**config.mk**
```make
export PLATFORM = sky130hd
export DESIGN_NAME = rcl_top
export DESIGN_NICKNAME = d
export VERILOG_FILES = /design/src/pkg/rcl_pkg.sv /design/src/rtl/rcl_sync.sv /design/src/rtl/rcl_wdog_gate.sv /design/src/rtl/rcl_top.sv
export VERILOG_INCLUDE_DIRS = /design/src /design/src/pkg
export SDC_FILE = /design/constraint.sdc
export NUM_CORES = 1
export LEC_CHECK = 0
export ABC_CLOCK_PERIOD_IN_PS = 1900
export BUFFER_PORTS_ARGS = -buffer_cell sky130_fd_sc_hd__buf_2
export CAP_MARGIN = 25
export CORE_MARGIN = 10
export CORE_UTILIZATION = 45
export CTS_BUF_LIST = sky130_fd_sc_hd__clkbuf_16
export CTS_CLUSTER_SIZE = 10
export DETAILED_ROUTE_END_ITERATION = 8
export PLACE_DENSITY = 0.7
export SYNTH_ARGS = -nofsm -noshare
export SYNTH_HDL_FRONTEND = slang
export SYNTH_SLANG_ARGS = --single-unit
```
**constraint.sdc**
```tcl
create_clock -name MCLK -period 1.9 [get_ports MCLK]
set_input_delay 0.095 -clock MCLK [delete_from_list [all_inputs] [get_ports MCLK]]
set_output_delay 0.095 -clock MCLK [all_outputs]
set_load 0.03 [all_outputs]
```
**src/pkg/rcl_defines.svh**
```systemverilog
// Purpose: constants of the reset cause logger
// Assumes: byte-wide register port, 20-bit register address
// Notes: offsets, field positions, reset values, timing counts
//
// Notes on behaviour
// - any reset but power-on keeps cause status contents, only sets the current cause flag
// - power-on reset sets cause bit 0
// - watchdog overflow reset sets cause bit 2
// - supervisor reset sets cause bit 3; power-on value undefined
// - low detector reset sets cause bit 4; power-on value undefined
// - external pin low gives system reset, no flag, status unchanged
// - break instruction resets only the CPU and both enables; memory, other registers, status kept
// - second watchdog overflow resets, the first does not
// - supervisor reset off after init, on when select bit written 1
// - low detector starts disabled, enabled by clearing its disable bit
// - system reset beats all other processing and aborts it
// - power circuit initialised for every cause but break
// - registers with defined initial value reloaded; on break only supervisor select and detector disable
// - all CPU registers initialised for every cause
// - stack pointer loaded from program words 0000H and 0001H
// - PC from 0002H/0003H; break at level 1 or lower uses 0004H/0005H
// - data memory never initialised by any reset
// - supervisor and detector resets keep own enable; others disable both
`ifndef RCL_DEFINES_SVH
`define RCL_DEFINES_SVH
`define RCL_AW            20
`define RCL_OFF_CAUSE     20'h0_F00C
`define RCL_OFF_BLK45     20'h0_F06D
`define RCL_OFF_SUPV      20'h0_F0A0
`define RCL_OFF_ISTAT     20'h0_F0B0
`define RCL_OFF_IMASK     20'h0_F0B1
`define RCL_BIT_POR       0
`define RCL_BIT_WDT       2
`define RCL_BIT_VLS       3
`define RCL_BIT_LLD       4
`define RCL_CAUSE_MASK    8'h1D
`define RCL_CAUSE_RST     8'h01
`define RCL_BLK45_RST     8'h04
`define RCL_BIT_LLD_DIS   2
`define RCL_BIT_SUPV_EN   0
`define RCL_EV_POR        0
`define RCL_EV_PIN        1
`define RCL_EV_WDT        2
`define RCL_EV_VLS        3
`define RCL_EV_LLD        4
`define RCL_EV_BRK        5
`define RCL_EV_WARN       6
`define RCL_EV_MASK       8'h7F
`define RCL_VEC_SP        16'h0000
`define RCL_VEC_PC        16'h0002
`define RCL_VEC_PC_BRK    16'h0004
`define RCL_BRK_LVL_MAX   2'h1
`define RCL_CLK_NS        20
`define RCL_HOLD_NS       200
`define RCL_HOLD_CYC      ((`RCL_HOLD_NS + `RCL_CLK_NS - 1) / `RCL_CLK_NS)
`endif

```
**src/pkg/rcl_pkg.sv**
```systemverilog
// Purpose: types of the reset cause logger
// Assumes: nothing beyond the defines header
// Notes: causes in priority order, sequencer states
`default_nettype none
package rcl_pkg;
    typedef enum logic [2:0] {
        CAUSE_POR, CAUSE_PIN, CAUSE_LLD, CAUSE_VLS, CAUSE_WDT, CAUSE_BRK
    } rcl_cause_t;
    typedef enum logic [2:0] {
        ST_RUN, ST_HOLD, ST_SP_LO, ST_SP_HI, ST_PC_LO, ST_PC_HI, ST_LAST
    } rcl_state_t;
endpackage : rcl_pkg
`default_nettype wire

```
**src/rtl/rcl_sync.sv**
```systemverilog
// Purpose: two-stage synchroniser for pin levels
// Assumes: inputs asynchronous to clk
// Notes: first stage read only by the second
`timescale 1ns/100ps
`default_nettype none
module rcl_sync #(
    parameter int       W       = 3,
    parameter logic [2:0] RST_VAL = 3'h1
) (
    input  wire logic         clk,
    input  wire logic         rst_n,
    input  wire logic [W-1:0] d,
    output var  logic [W-1:0] q
);
    logic [W-1:0] meta;

    always_ff @(posedge clk or negedge rst_n) begin
        if (!rst_n) begin
            meta <= RST_VAL[W-1:0];
            q    <= RST_VAL[W-1:0];
        end else begin
            meta <= d;
            q    <= meta;
        end
    end
endmodule : rcl_sync
`default_nettype wire

```
**src/rtl/rcl_wdog_gate.sv**
```systemverilog
// Purpose: passes the second watchdog overflow on as a reset request
// Assumes: ovf and clr are one-cycle pulses on clk
// Notes: count restarts on clear and during system reset
`timescale 1ns/100ps
`default_nettype none
module rcl_wdog_gate (
    input  wire logic clk,
    input  wire logic rst_n,
    input  wire logic ovf,
    input  wire logic clr,
    input  wire logic hold,
    output var  logic first,
    output var  logic second
);
    logic armed;
    logic live;

    assign live = ovf & ~clr & ~hold;

    always_ff @(posedge clk or negedge rst_n) begin
        if (!rst_n) begin
            armed <= 1'b0;
        end else if (hold || clr) begin
            armed <= 1'b0;
        end else if (ovf) begin
            armed <= 1'b1;
        end
    end

    // first overflow only warns, second one resets
    always_ff @(posedge clk or negedge rst_n) begin
        if (!rst_n) begin
            first  <= 1'b0;
            second <= 1'b0;
        end else begin
            first  <= live & ~armed;
            second <= live & armed;
        end
    end
endmodule : rcl_wdog_gate
`default_nettype wire

```
**src/rtl/rcl_top.sv**
```systemverilog
// Purpose: reset generation, cause logging, vector fetch
// Assumes: RESETN is the power-on reset; same-clock pulses
// Notes: RESET_PIN_N, VLS_LOW, LLD_LOW are asynchronous
//
// Strobed register access was chosen for this implementation.
`timescale 1ns/100ps
`default_nettype none
`include "rcl_defines.svh"

module rcl_top
    import rcl_pkg::*;
(
    input  wire logic              MCLK,
    input  wire logic              RESETN,
    input  wire logic              RESET_PIN_N,
    input  wire logic              WDT_OVF,
    input  wire logic              WDT_CLR,
    input  wire logic              VLS_LOW,
    input  wire logic              LLD_LOW,
    input  wire logic              BRK_EXEC,
    input  wire logic [1:0]        BRK_INTERRUPT_LEVEL_FIELD,
    input  wire logic [`RCL_AW-1:0] ADDR,
    input  wire logic [7:0]        WDATA,
    input  wire logic              WR,
    input  wire logic              RD,
    output var  logic [7:0]        RDATA,
    output logic [15:0]            PM_ADDR,
    output logic                   PM_RD,
    input  wire logic [7:0]        PM_RDATA,
    output logic                   CPU_RESET,
    output logic                   SFR_INIT,
    output logic                   POWER_INIT,
    output var  logic [15:0]       SP_INIT,
    output var  logic [15:0]       PC_INIT,
    output logic                   VLS_ENABLE,
    output logic                   LLD_ENABLE,
    output logic                   IRQ
);

    // ==========================================================
    // functions
    // ==========================================================
    function automatic rcl_cause_t pick(
        input logic pin,
        input logic low_voltage_detector,
        input logic voltage_supervisor,
        input logic wdt
    );
        rcl_cause_t c;
        c = CAUSE_BRK;
        if (pin) begin
            c = CAUSE_PIN;
        end else if (low_voltage_detector) begin
            c = CAUSE_LLD;
        end else if (voltage_supervisor) begin
            c = CAUSE_VLS;
        end else if (wdt) begin
            c = CAUSE_WDT;
        end
        return c;
    endfunction : pick

    function automatic logic [7:0] flag_of(input rcl_cause_t c);
        logic [7:0] f;
        f = 8'h00;
        case (c)
            CAUSE_WDT: f[`RCL_BIT_WDT] = 1'b1;
            CAUSE_VLS: f[`RCL_BIT_VLS] = 1'b1;
            CAUSE_LLD: f[`RCL_BIT_LLD] = 1'b1;
            default:   f = 8'h00;
        endcase
        return f;
    endfunction : flag_of

    function automatic logic [7:0] event_of(input rcl_cause_t c);
        logic [7:0] e;
        e = 8'h00;
        case (c)
            CAUSE_POR: e[`RCL_EV_POR] = 1'b1;
            CAUSE_PIN: e[`RCL_EV_PIN] = 1'b1;
            CAUSE_WDT: e[`RCL_EV_WDT] = 1'b1;
            CAUSE_VLS: e[`RCL_EV_VLS] = 1'b1;
            CAUSE_LLD: e[`RCL_EV_LLD] = 1'b1;
            default:   e[`RCL_EV_BRK] = 1'b1;
        endcase
        return e;
    endfunction : event_of

    // ==========================================================
    // state
    // ==========================================================
    rcl_state_t state;
    rcl_cause_t cause;
    logic [3:0] hold_cnt;
    logic       brk_low;
    logic [7:0] cause_stat;
    logic [7:0] blk45;
    logic [7:0] supv;
    logic [7:0] istat;
    logic [7:0] imask;
    logic [2:0] sync_q;
    logic       pin_low;
    logic       vls_trig;
    logic       lld_trig;
    logic       wdt_warn;
    logic       wdt_req;
    logic       run;
    logic       brk_req;
    logic       trig;
    logic       level_hold;
    rcl_cause_t new_cause;
    logic       enter;
    logic       full_init;
    logic       done;
    logic [15:0] pc_base;
    logic       wr_cause;
    logic       wr_blk45;
    logic       wr_supv;
    logic       wr_istat;
    logic       wr_imask;

    // ==========================================================
    // source conditioning
    // ==========================================================
    rcl_sync #(
        .W       (3),
        .RST_VAL (3'h1)
    ) u_sync (
        .clk   (MCLK),
        .rst_n (RESETN),
        .d     ({LLD_LOW, VLS_LOW, RESET_PIN_N}),
        .q     (sync_q)
    );

    rcl_wdog_gate u_wdog (
        .clk    (MCLK),
        .rst_n  (RESETN),
        .ovf    (WDT_OVF),
        .clr    (WDT_CLR),
        .hold   (CPU_RESET),
        .first  (wdt_warn),
        .second (wdt_req)
    );

    assign pin_low    = ~sync_q[0];
    assign vls_trig   = supv[`RCL_BIT_SUPV_EN] & sync_q[1];
    assign lld_trig   = ~blk45[`RCL_BIT_LLD_DIS] & sync_q[2];
    assign run        = (state == ST_RUN);
    assign brk_req    = BRK_EXEC & run;
    assign trig       = pin_low | lld_trig | vls_trig | wdt_req | brk_req;
    assign level_hold = pin_low | lld_trig | vls_trig;
    assign new_cause  = pick(pin_low, lld_trig, vls_trig, wdt_req);
    // entry aborts any state, fetch included
    assign enter      = trig;
    assign full_init  = enter && (new_cause != CAUSE_BRK);
    assign done       = (state == ST_LAST);

    // ==========================================================
    // sequencer
    // ==========================================================
    always_ff @(posedge MCLK or negedge RESETN) begin
        if (!RESETN) begin
            state    <= ST_HOLD;
            cause    <= CAUSE_POR;
            hold_cnt <= 4'(`RCL_HOLD_CYC);
            brk_low  <= 1'b0;
        end else if (enter) begin
            state    <= ST_HOLD;
            cause    <= new_cause;
            hold_cnt <= 4'(`RCL_HOLD_CYC);
            brk_low  <= (new_cause == CAUSE_BRK)
                        && (BRK_INTERRUPT_LEVEL_FIELD <= `RCL_BRK_LVL_MAX);
        end else begin
            case (state)
                ST_HOLD: begin
                    if (hold_cnt != 4'h0) begin
                        hold_cnt <= hold_cnt - 4'h1;
                    end else if (!level_hold) begin
                        state <= ST_SP_LO;
                    end
                end
                ST_SP_LO: state <= ST_SP_HI;
                ST_SP_HI: state <= ST_PC_LO;
                ST_PC_LO: state <= ST_PC_HI;
                ST_PC_HI: state <= ST_LAST;
                ST_LAST:  state <= ST_RUN;
                default:  state <= ST_RUN;
            endcase
        end
    end

    // ==========================================================
    // vector fetch
    // ==========================================================
    assign pc_base = brk_low ? `RCL_VEC_PC_BRK : `RCL_VEC_PC;

    always_comb begin
        PM_RD   = 1'b1;
        PM_ADDR = 16'h0000;
        case (state)
            ST_SP_LO: PM_ADDR = `RCL_VEC_SP;
            ST_SP_HI: PM_ADDR = `RCL_VEC_SP + 16'h0001;
            ST_PC_LO: PM_ADDR = pc_base;
            ST_PC_HI: PM_ADDR = pc_base + 16'h0001;
            default:  PM_RD   = 1'b0;
        endcase
    end

    // data answers one cycle after each read
    always_ff @(posedge MCLK or negedge RESETN) begin
        if (!RESETN) begin
            SP_INIT <= 16'h0000;
            PC_INIT <= 16'h0000;
        end else if (!enter) begin
            case (state)
                ST_SP_HI: SP_INIT[7:0]  <= PM_RDATA;
                ST_PC_LO: SP_INIT[15:8] <= PM_RDATA;
                ST_PC_HI: PC_INIT[7:0]  <= PM_RDATA;
                ST_LAST:  PC_INIT[15:8] <= PM_RDATA;
                default: begin
                end
            endcase
        end
    end

    // ==========================================================
    // reset outputs
    // ==========================================================
    // CPU held for every cause
    assign CPU_RESET  = ~run;
    // peripherals and power only when not a break; no memory clear
    assign SFR_INIT   = ~run && (cause != CAUSE_BRK);
    assign POWER_INIT = ~run && (cause != CAUSE_BRK);
    assign VLS_ENABLE = supv[`RCL_BIT_SUPV_EN];
    assign LLD_ENABLE = ~blk45[`RCL_BIT_LLD_DIS];

    // ==========================================================
    // register port
    // ==========================================================
    always_comb begin
        wr_cause = 1'b0;
        wr_blk45 = 1'b0;
        wr_supv  = 1'b0;
        wr_istat = 1'b0;
        wr_imask = 1'b0;
        if (!WR) begin
            wr_cause = 1'b0;
        end else if (ADDR == `RCL_OFF_CAUSE) begin
            wr_cause = 1'b1;
        end else if (ADDR == `RCL_OFF_BLK45) begin
            wr_blk45 = 1'b1;
        end else if (ADDR == `RCL_OFF_SUPV) begin
            wr_supv  = 1'b1;
        end else if (ADDR == `RCL_OFF_ISTAT) begin
            wr_istat = 1'b1;
        end else if (ADDR == `RCL_OFF_IMASK) begin
            wr_imask = 1'b1;
        end
    end

    // cause flags: survive every reset but power-on, only the cause is or-ed in
    always_ff @(posedge MCLK or negedge RESETN) begin
        if (!RESETN) begin
            cause_stat <= `RCL_CAUSE_RST;
        end else begin
            cause_stat <= ((wr_cause ? WDATA : cause_stat)
                          | (enter ? flag_of(new_cause) : 8'h00))
                          & `RCL_CAUSE_MASK;
        end
    end

    // supervisor select: off after init, kept over its own reset
    always_ff @(posedge MCLK or negedge RESETN) begin
        if (!RESETN) begin
            supv <= 8'h00;
        end else if (enter) begin
            if (new_cause != CAUSE_VLS) begin
                supv <= 8'h00;
            end
        end else if (wr_supv) begin
            supv <= WDATA & 8'h01;
        end
    end

    // detector disable: set after init, kept over its own reset
    always_ff @(posedge MCLK or negedge RESETN) begin
        if (!RESETN) begin
            blk45 <= `RCL_BLK45_RST;
        end else if (enter) begin
            if (new_cause != CAUSE_LLD) begin
                blk45 <= `RCL_BLK45_RST;
            end else if (full_init) begin
                blk45 <= (`RCL_BLK45_RST & ~8'h04) | (blk45 & 8'h04);
            end
        end else if (wr_blk45) begin
            blk45 <= WDATA;
        end
    end

    // ==========================================================
    // interrupt
    // ==========================================================
    always_ff @(posedge MCLK or negedge RESETN) begin
        if (!RESETN) begin
            imask <= 8'h00;
        end else if (full_init) begin
            imask <= 8'h00;
        end else if (wr_imask) begin
            imask <= WDATA & `RCL_EV_MASK;
        end
    end

    // set wins over a write-one clear in the same cycle
    always_ff @(posedge MCLK or negedge RESETN) begin
        if (!RESETN) begin
            istat <= 8'h00;
        end else begin
            istat <= ((full_init ? 8'h00 : istat & ~(wr_istat ? WDATA : 8'h00))
                     | (done ? event_of(cause) : 8'h00)
                     | (wdt_warn ? 8'h40 : 8'h00))
                     & `RCL_EV_MASK;
        end
    end

    assign IRQ = |(istat & imask);

    // ==========================================================
    // read data
    // ==========================================================
    always_ff @(posedge MCLK or negedge RESETN) begin
        if (!RESETN) begin
            RDATA <= 8'h00;
        end else if (!RD) begin
            RDATA <= 8'h00;
        end else if (ADDR == `RCL_OFF_CAUSE) begin
            RDATA <= cause_stat;
        end else if (ADDR == `RCL_OFF_BLK45) begin
            RDATA <= blk45;
        end else if (ADDR == `RCL_OFF_SUPV) begin
            RDATA <= supv;
        end else if (ADDR == `RCL_OFF_ISTAT) begin
            RDATA <= istat;
        end else if (ADDR == `RCL_OFF_IMASK) begin
            RDATA <= imask;
        end else begin
            RDATA <= 8'h00;
        end
    end

endmodule : rcl_top
`default_nettype wire

```
==> impl_metrics.tcl <==
set metrics [dict create \
    cts-root-buf "clkbuf_16" \
    vias_per_cell 5.49 \
    routabilityCongestion 0.929 \
    clock_latency_ns 0.34 \
    critical_path.top_delay_family "flip-flops" \
    io_buffers 96 \
    core-area_um2 8680 \
    hp-class "in -> reg" \
    htreeDepth 3 \
    instances_no_fill 603 \
    worst_ep_arrival_time_ns 2.04 \
    critical-path-slowest-cell "dfstp_2" \
    drt_iter0_markers 232 \
    synthesis.area_um2 4010 \
    gr-total-overflow 0 \
    synth_area_leaders "dfrtp_1 50%, mux2_2 10%, dfstp_2 4.6%, nand2_1 3.6%, buf_4 3.0%" \
    die_h_um 114 \
    crit_path_end_kind "register" \
    wl_per_cell_um 18.0 \
    cts_max_path_buffers 2 \
    dp_cells 577 \
    mostFrequentLayoutCell "buf_2" \
    drt_pass1_iterations 4 \
    wl_um 10900 \
    clock_sinks 87 \
    antenna_found_initial 0 \
    die-area_um2 13100 \
    critical_path_class "reg -> reg" \
    grt_usage_pct 16.6 \
    drc_errors 0 \
    grt_max_degree 35 \
    cts_tree "done" \
    finalCritPeriodShare_pct 95.4 \
    critical_path.max_stage_delay_ns 0.53 \
    slew_violations 0 \
    n_antenna_cell 0 \
    synth.largest_area_cell "dfrtp_1" \
    required_ns 2.13 \
    clock-skew-final_ns 0.0106 \
    tns_ns 0 \
    fin_nets 539 \
    drive_gt1_share_pct 40.8 \
    outcome "finished, final reports clean" \
    synth.top_cell.area_share_pct 49.9 \
    critical_path_buf_inv_count 3 \
    yosysWarningCount 0 \
    synth_cell_types 55 \
    ys_seq_area_share_pct 54.5 \
    die_w_um 114 \
    synth.avg_cell_area_um2 11.1 \
    numCtsBuffers 9 \
    hpwlAfterDp_um 8140 \
    final_cell_mix "95 x buf_2, 80 x dfrtp_1, 38 x nand2_1" \
    vias 3312 \
    setup_viol 0 \
    grt_pass1_vias 3479 \
    power_density_nw_per_um2 1220 \
    fp-row-count 34 \
    grt_pass1_wl_um 17700 \
    path_max_fanout 6 \
    path_clk_slew_ns 0.07 \
    initial_utilization_pct 46.2 \
    fmax_mhz 552 \
    startpoint_type "register" \
    synth_cells 360 \
    synth_flop_cell "dfrtp_1" \
    async_flop_share_pct 100 \
    cp_cell_sequence "inv_1 > nor4b_2 > buf_4 > nand4b_1 > buf_6 > mux2_2" \
    synth_edf_count 0 \
    maxCapViolCount 0 \
    io_pins 111 \
    p_leak_uw 0.00249 \
    peakVddDrop_uv 1110 \
    ys_ff_latch 87 \
    report.final.hold_viol_count 0 \
    areaGrowthSynthToFinish_pct 28.3 \
    post-route-min-period_ns 1.81 \
    drtAntennaViolNets 0 \
]
registers in the layout, indices dropped and copies added, names as in the netlist, 4 cells and up:
signal and cells:
istat 7, SP_INIT 16, hold_cnt 4, blk45 8, RDATA 8, cause_stat 4, imask 7, PC_INIT 16
where the power goes:
group / switching, uW / internal, uW / leakage, uW / total, uW
combinational: 1350 / 743 / 0.00126 / 2100
clock: 803 / 925 / 0.000146 / 1730
sequential: 232 / 2240 / 0.00109 / 2480
worst min-delay path, cell delays in order:
cell and delay [ns]:
buf_2 0.07, nor2_1 0.05, o21a_1 0.10
per-layer routing:
layer  routed length, um  vias to the layer above  track usage [%]  share of wire, %
li1                    -                     1539                -                 -
met5                   0                        -                0                 0
met2                5180                      135             27.0                48
met4                 222                        0             6.35               2.0
met1                4390                     1615             19.8                40
met3                1050                       23             5.77               9.7
area by class of cell:
| class | instances | area (um^2) |
|---|---|---|
| fillers | 767 | 3530 |
| flip-flops and latches | 87 | 2190 |
| multi-input cells | 248 | 1680 |
| repair buffers | 135 | 812 |
| clock buffers | 9 | 225 |
| well taps | 108 | 135 |
| clock inverters | 7 | 71.3 |
| inverters | 9 | 33.8 |
cells in the mapped netlist (3+ instances only):
cell type  instances
nor2_1            25
and4_1             5
nand3_1           13
nor4_1             7
a22oi_1            5
nand4_1            7
nor3_1             6
buf_4             16
inv_1              9
mux2i_1           10
nor2b_1            3
nand2b_1           4
dfstp_2            7
a21oi_1           17
dfrtp_1           80
mux2_2            36
nand2_1           38
a41oi_1            3
o21ai_0            8
clkbuf_1           9
a31oi_1            4
a31o_2             3
final timing paths:
kind	from	end	slack (ns)	depth (start not counted)
min in group asynchronous	RESETN	RDATA[0]	0.25	2
setup reg to reg	u_sync.q[0]	PC_INIT[1]	0.09	6
hold reg to reg	u_sync.meta[2]	u_sync.q[2]	0.35	0
setup / recovery	u_sync.q[0]	PC_INIT[1]	0.09	6
hold / removal	WDT_CLR	u_wdog.armed	0.01	3
max in group asynchronous	RESETN	u_wdog.second	0.97	3
stage by stage:
| stage | hold slack (ns) | area, um^2 | util (%) | setup slack (ns) | power (uW) |
|---|---|---|---|---|---|
| 2_1_floorplan | -0.201 | 4090 | - | -0.0606 | 3900 |
| 6_report | 0.0124 | 5150 | 59.3 | 0.0871 | 6300 |
| 4_1_cts | 0.00340 | 5130 | 59.2 | 0.00690 | 6370 |
| 5_1_grt | 0.0207 | 5150 | 59.3 | -0.00635 | 6640 |
| 3_3_place_gp | 0.0644 | 4750 | 54.7 | -0.0708 | 4530 |
| 3_5_place_dp | 0.0740 | 4750 | 54.7 | -0.0947 | 4600 |
logic make-up after synthesis:
kind of cell | share of synthesized area [%]
AND/OR/NAND/NOR | 16.8
buffers and inverters | 5.34
XOR/XNOR | 0.874
multiplexers | 12.6
adder cells (fa/ha/maj) | 0.312
flip-flops | 54.5
AO/OA/AOI/OAI | 9.42
other | 0.0935
repair_timing:
| action | 4_1_cts | 5_1_grt |
|---|---|---|
| buffers inserted | 1 | 1 |
| hold buffers | 8 | 0 |
| pin swaps | 0 | 1 |
| gates cloned | 0 | 0 |
| endpoints found under the setup margin | 17 | 23 |
| endpoints found under the hold margin | 33 | 0 |
| gates resized for setup | 0 | 1 |
Power figures use the tool's default switching activity.
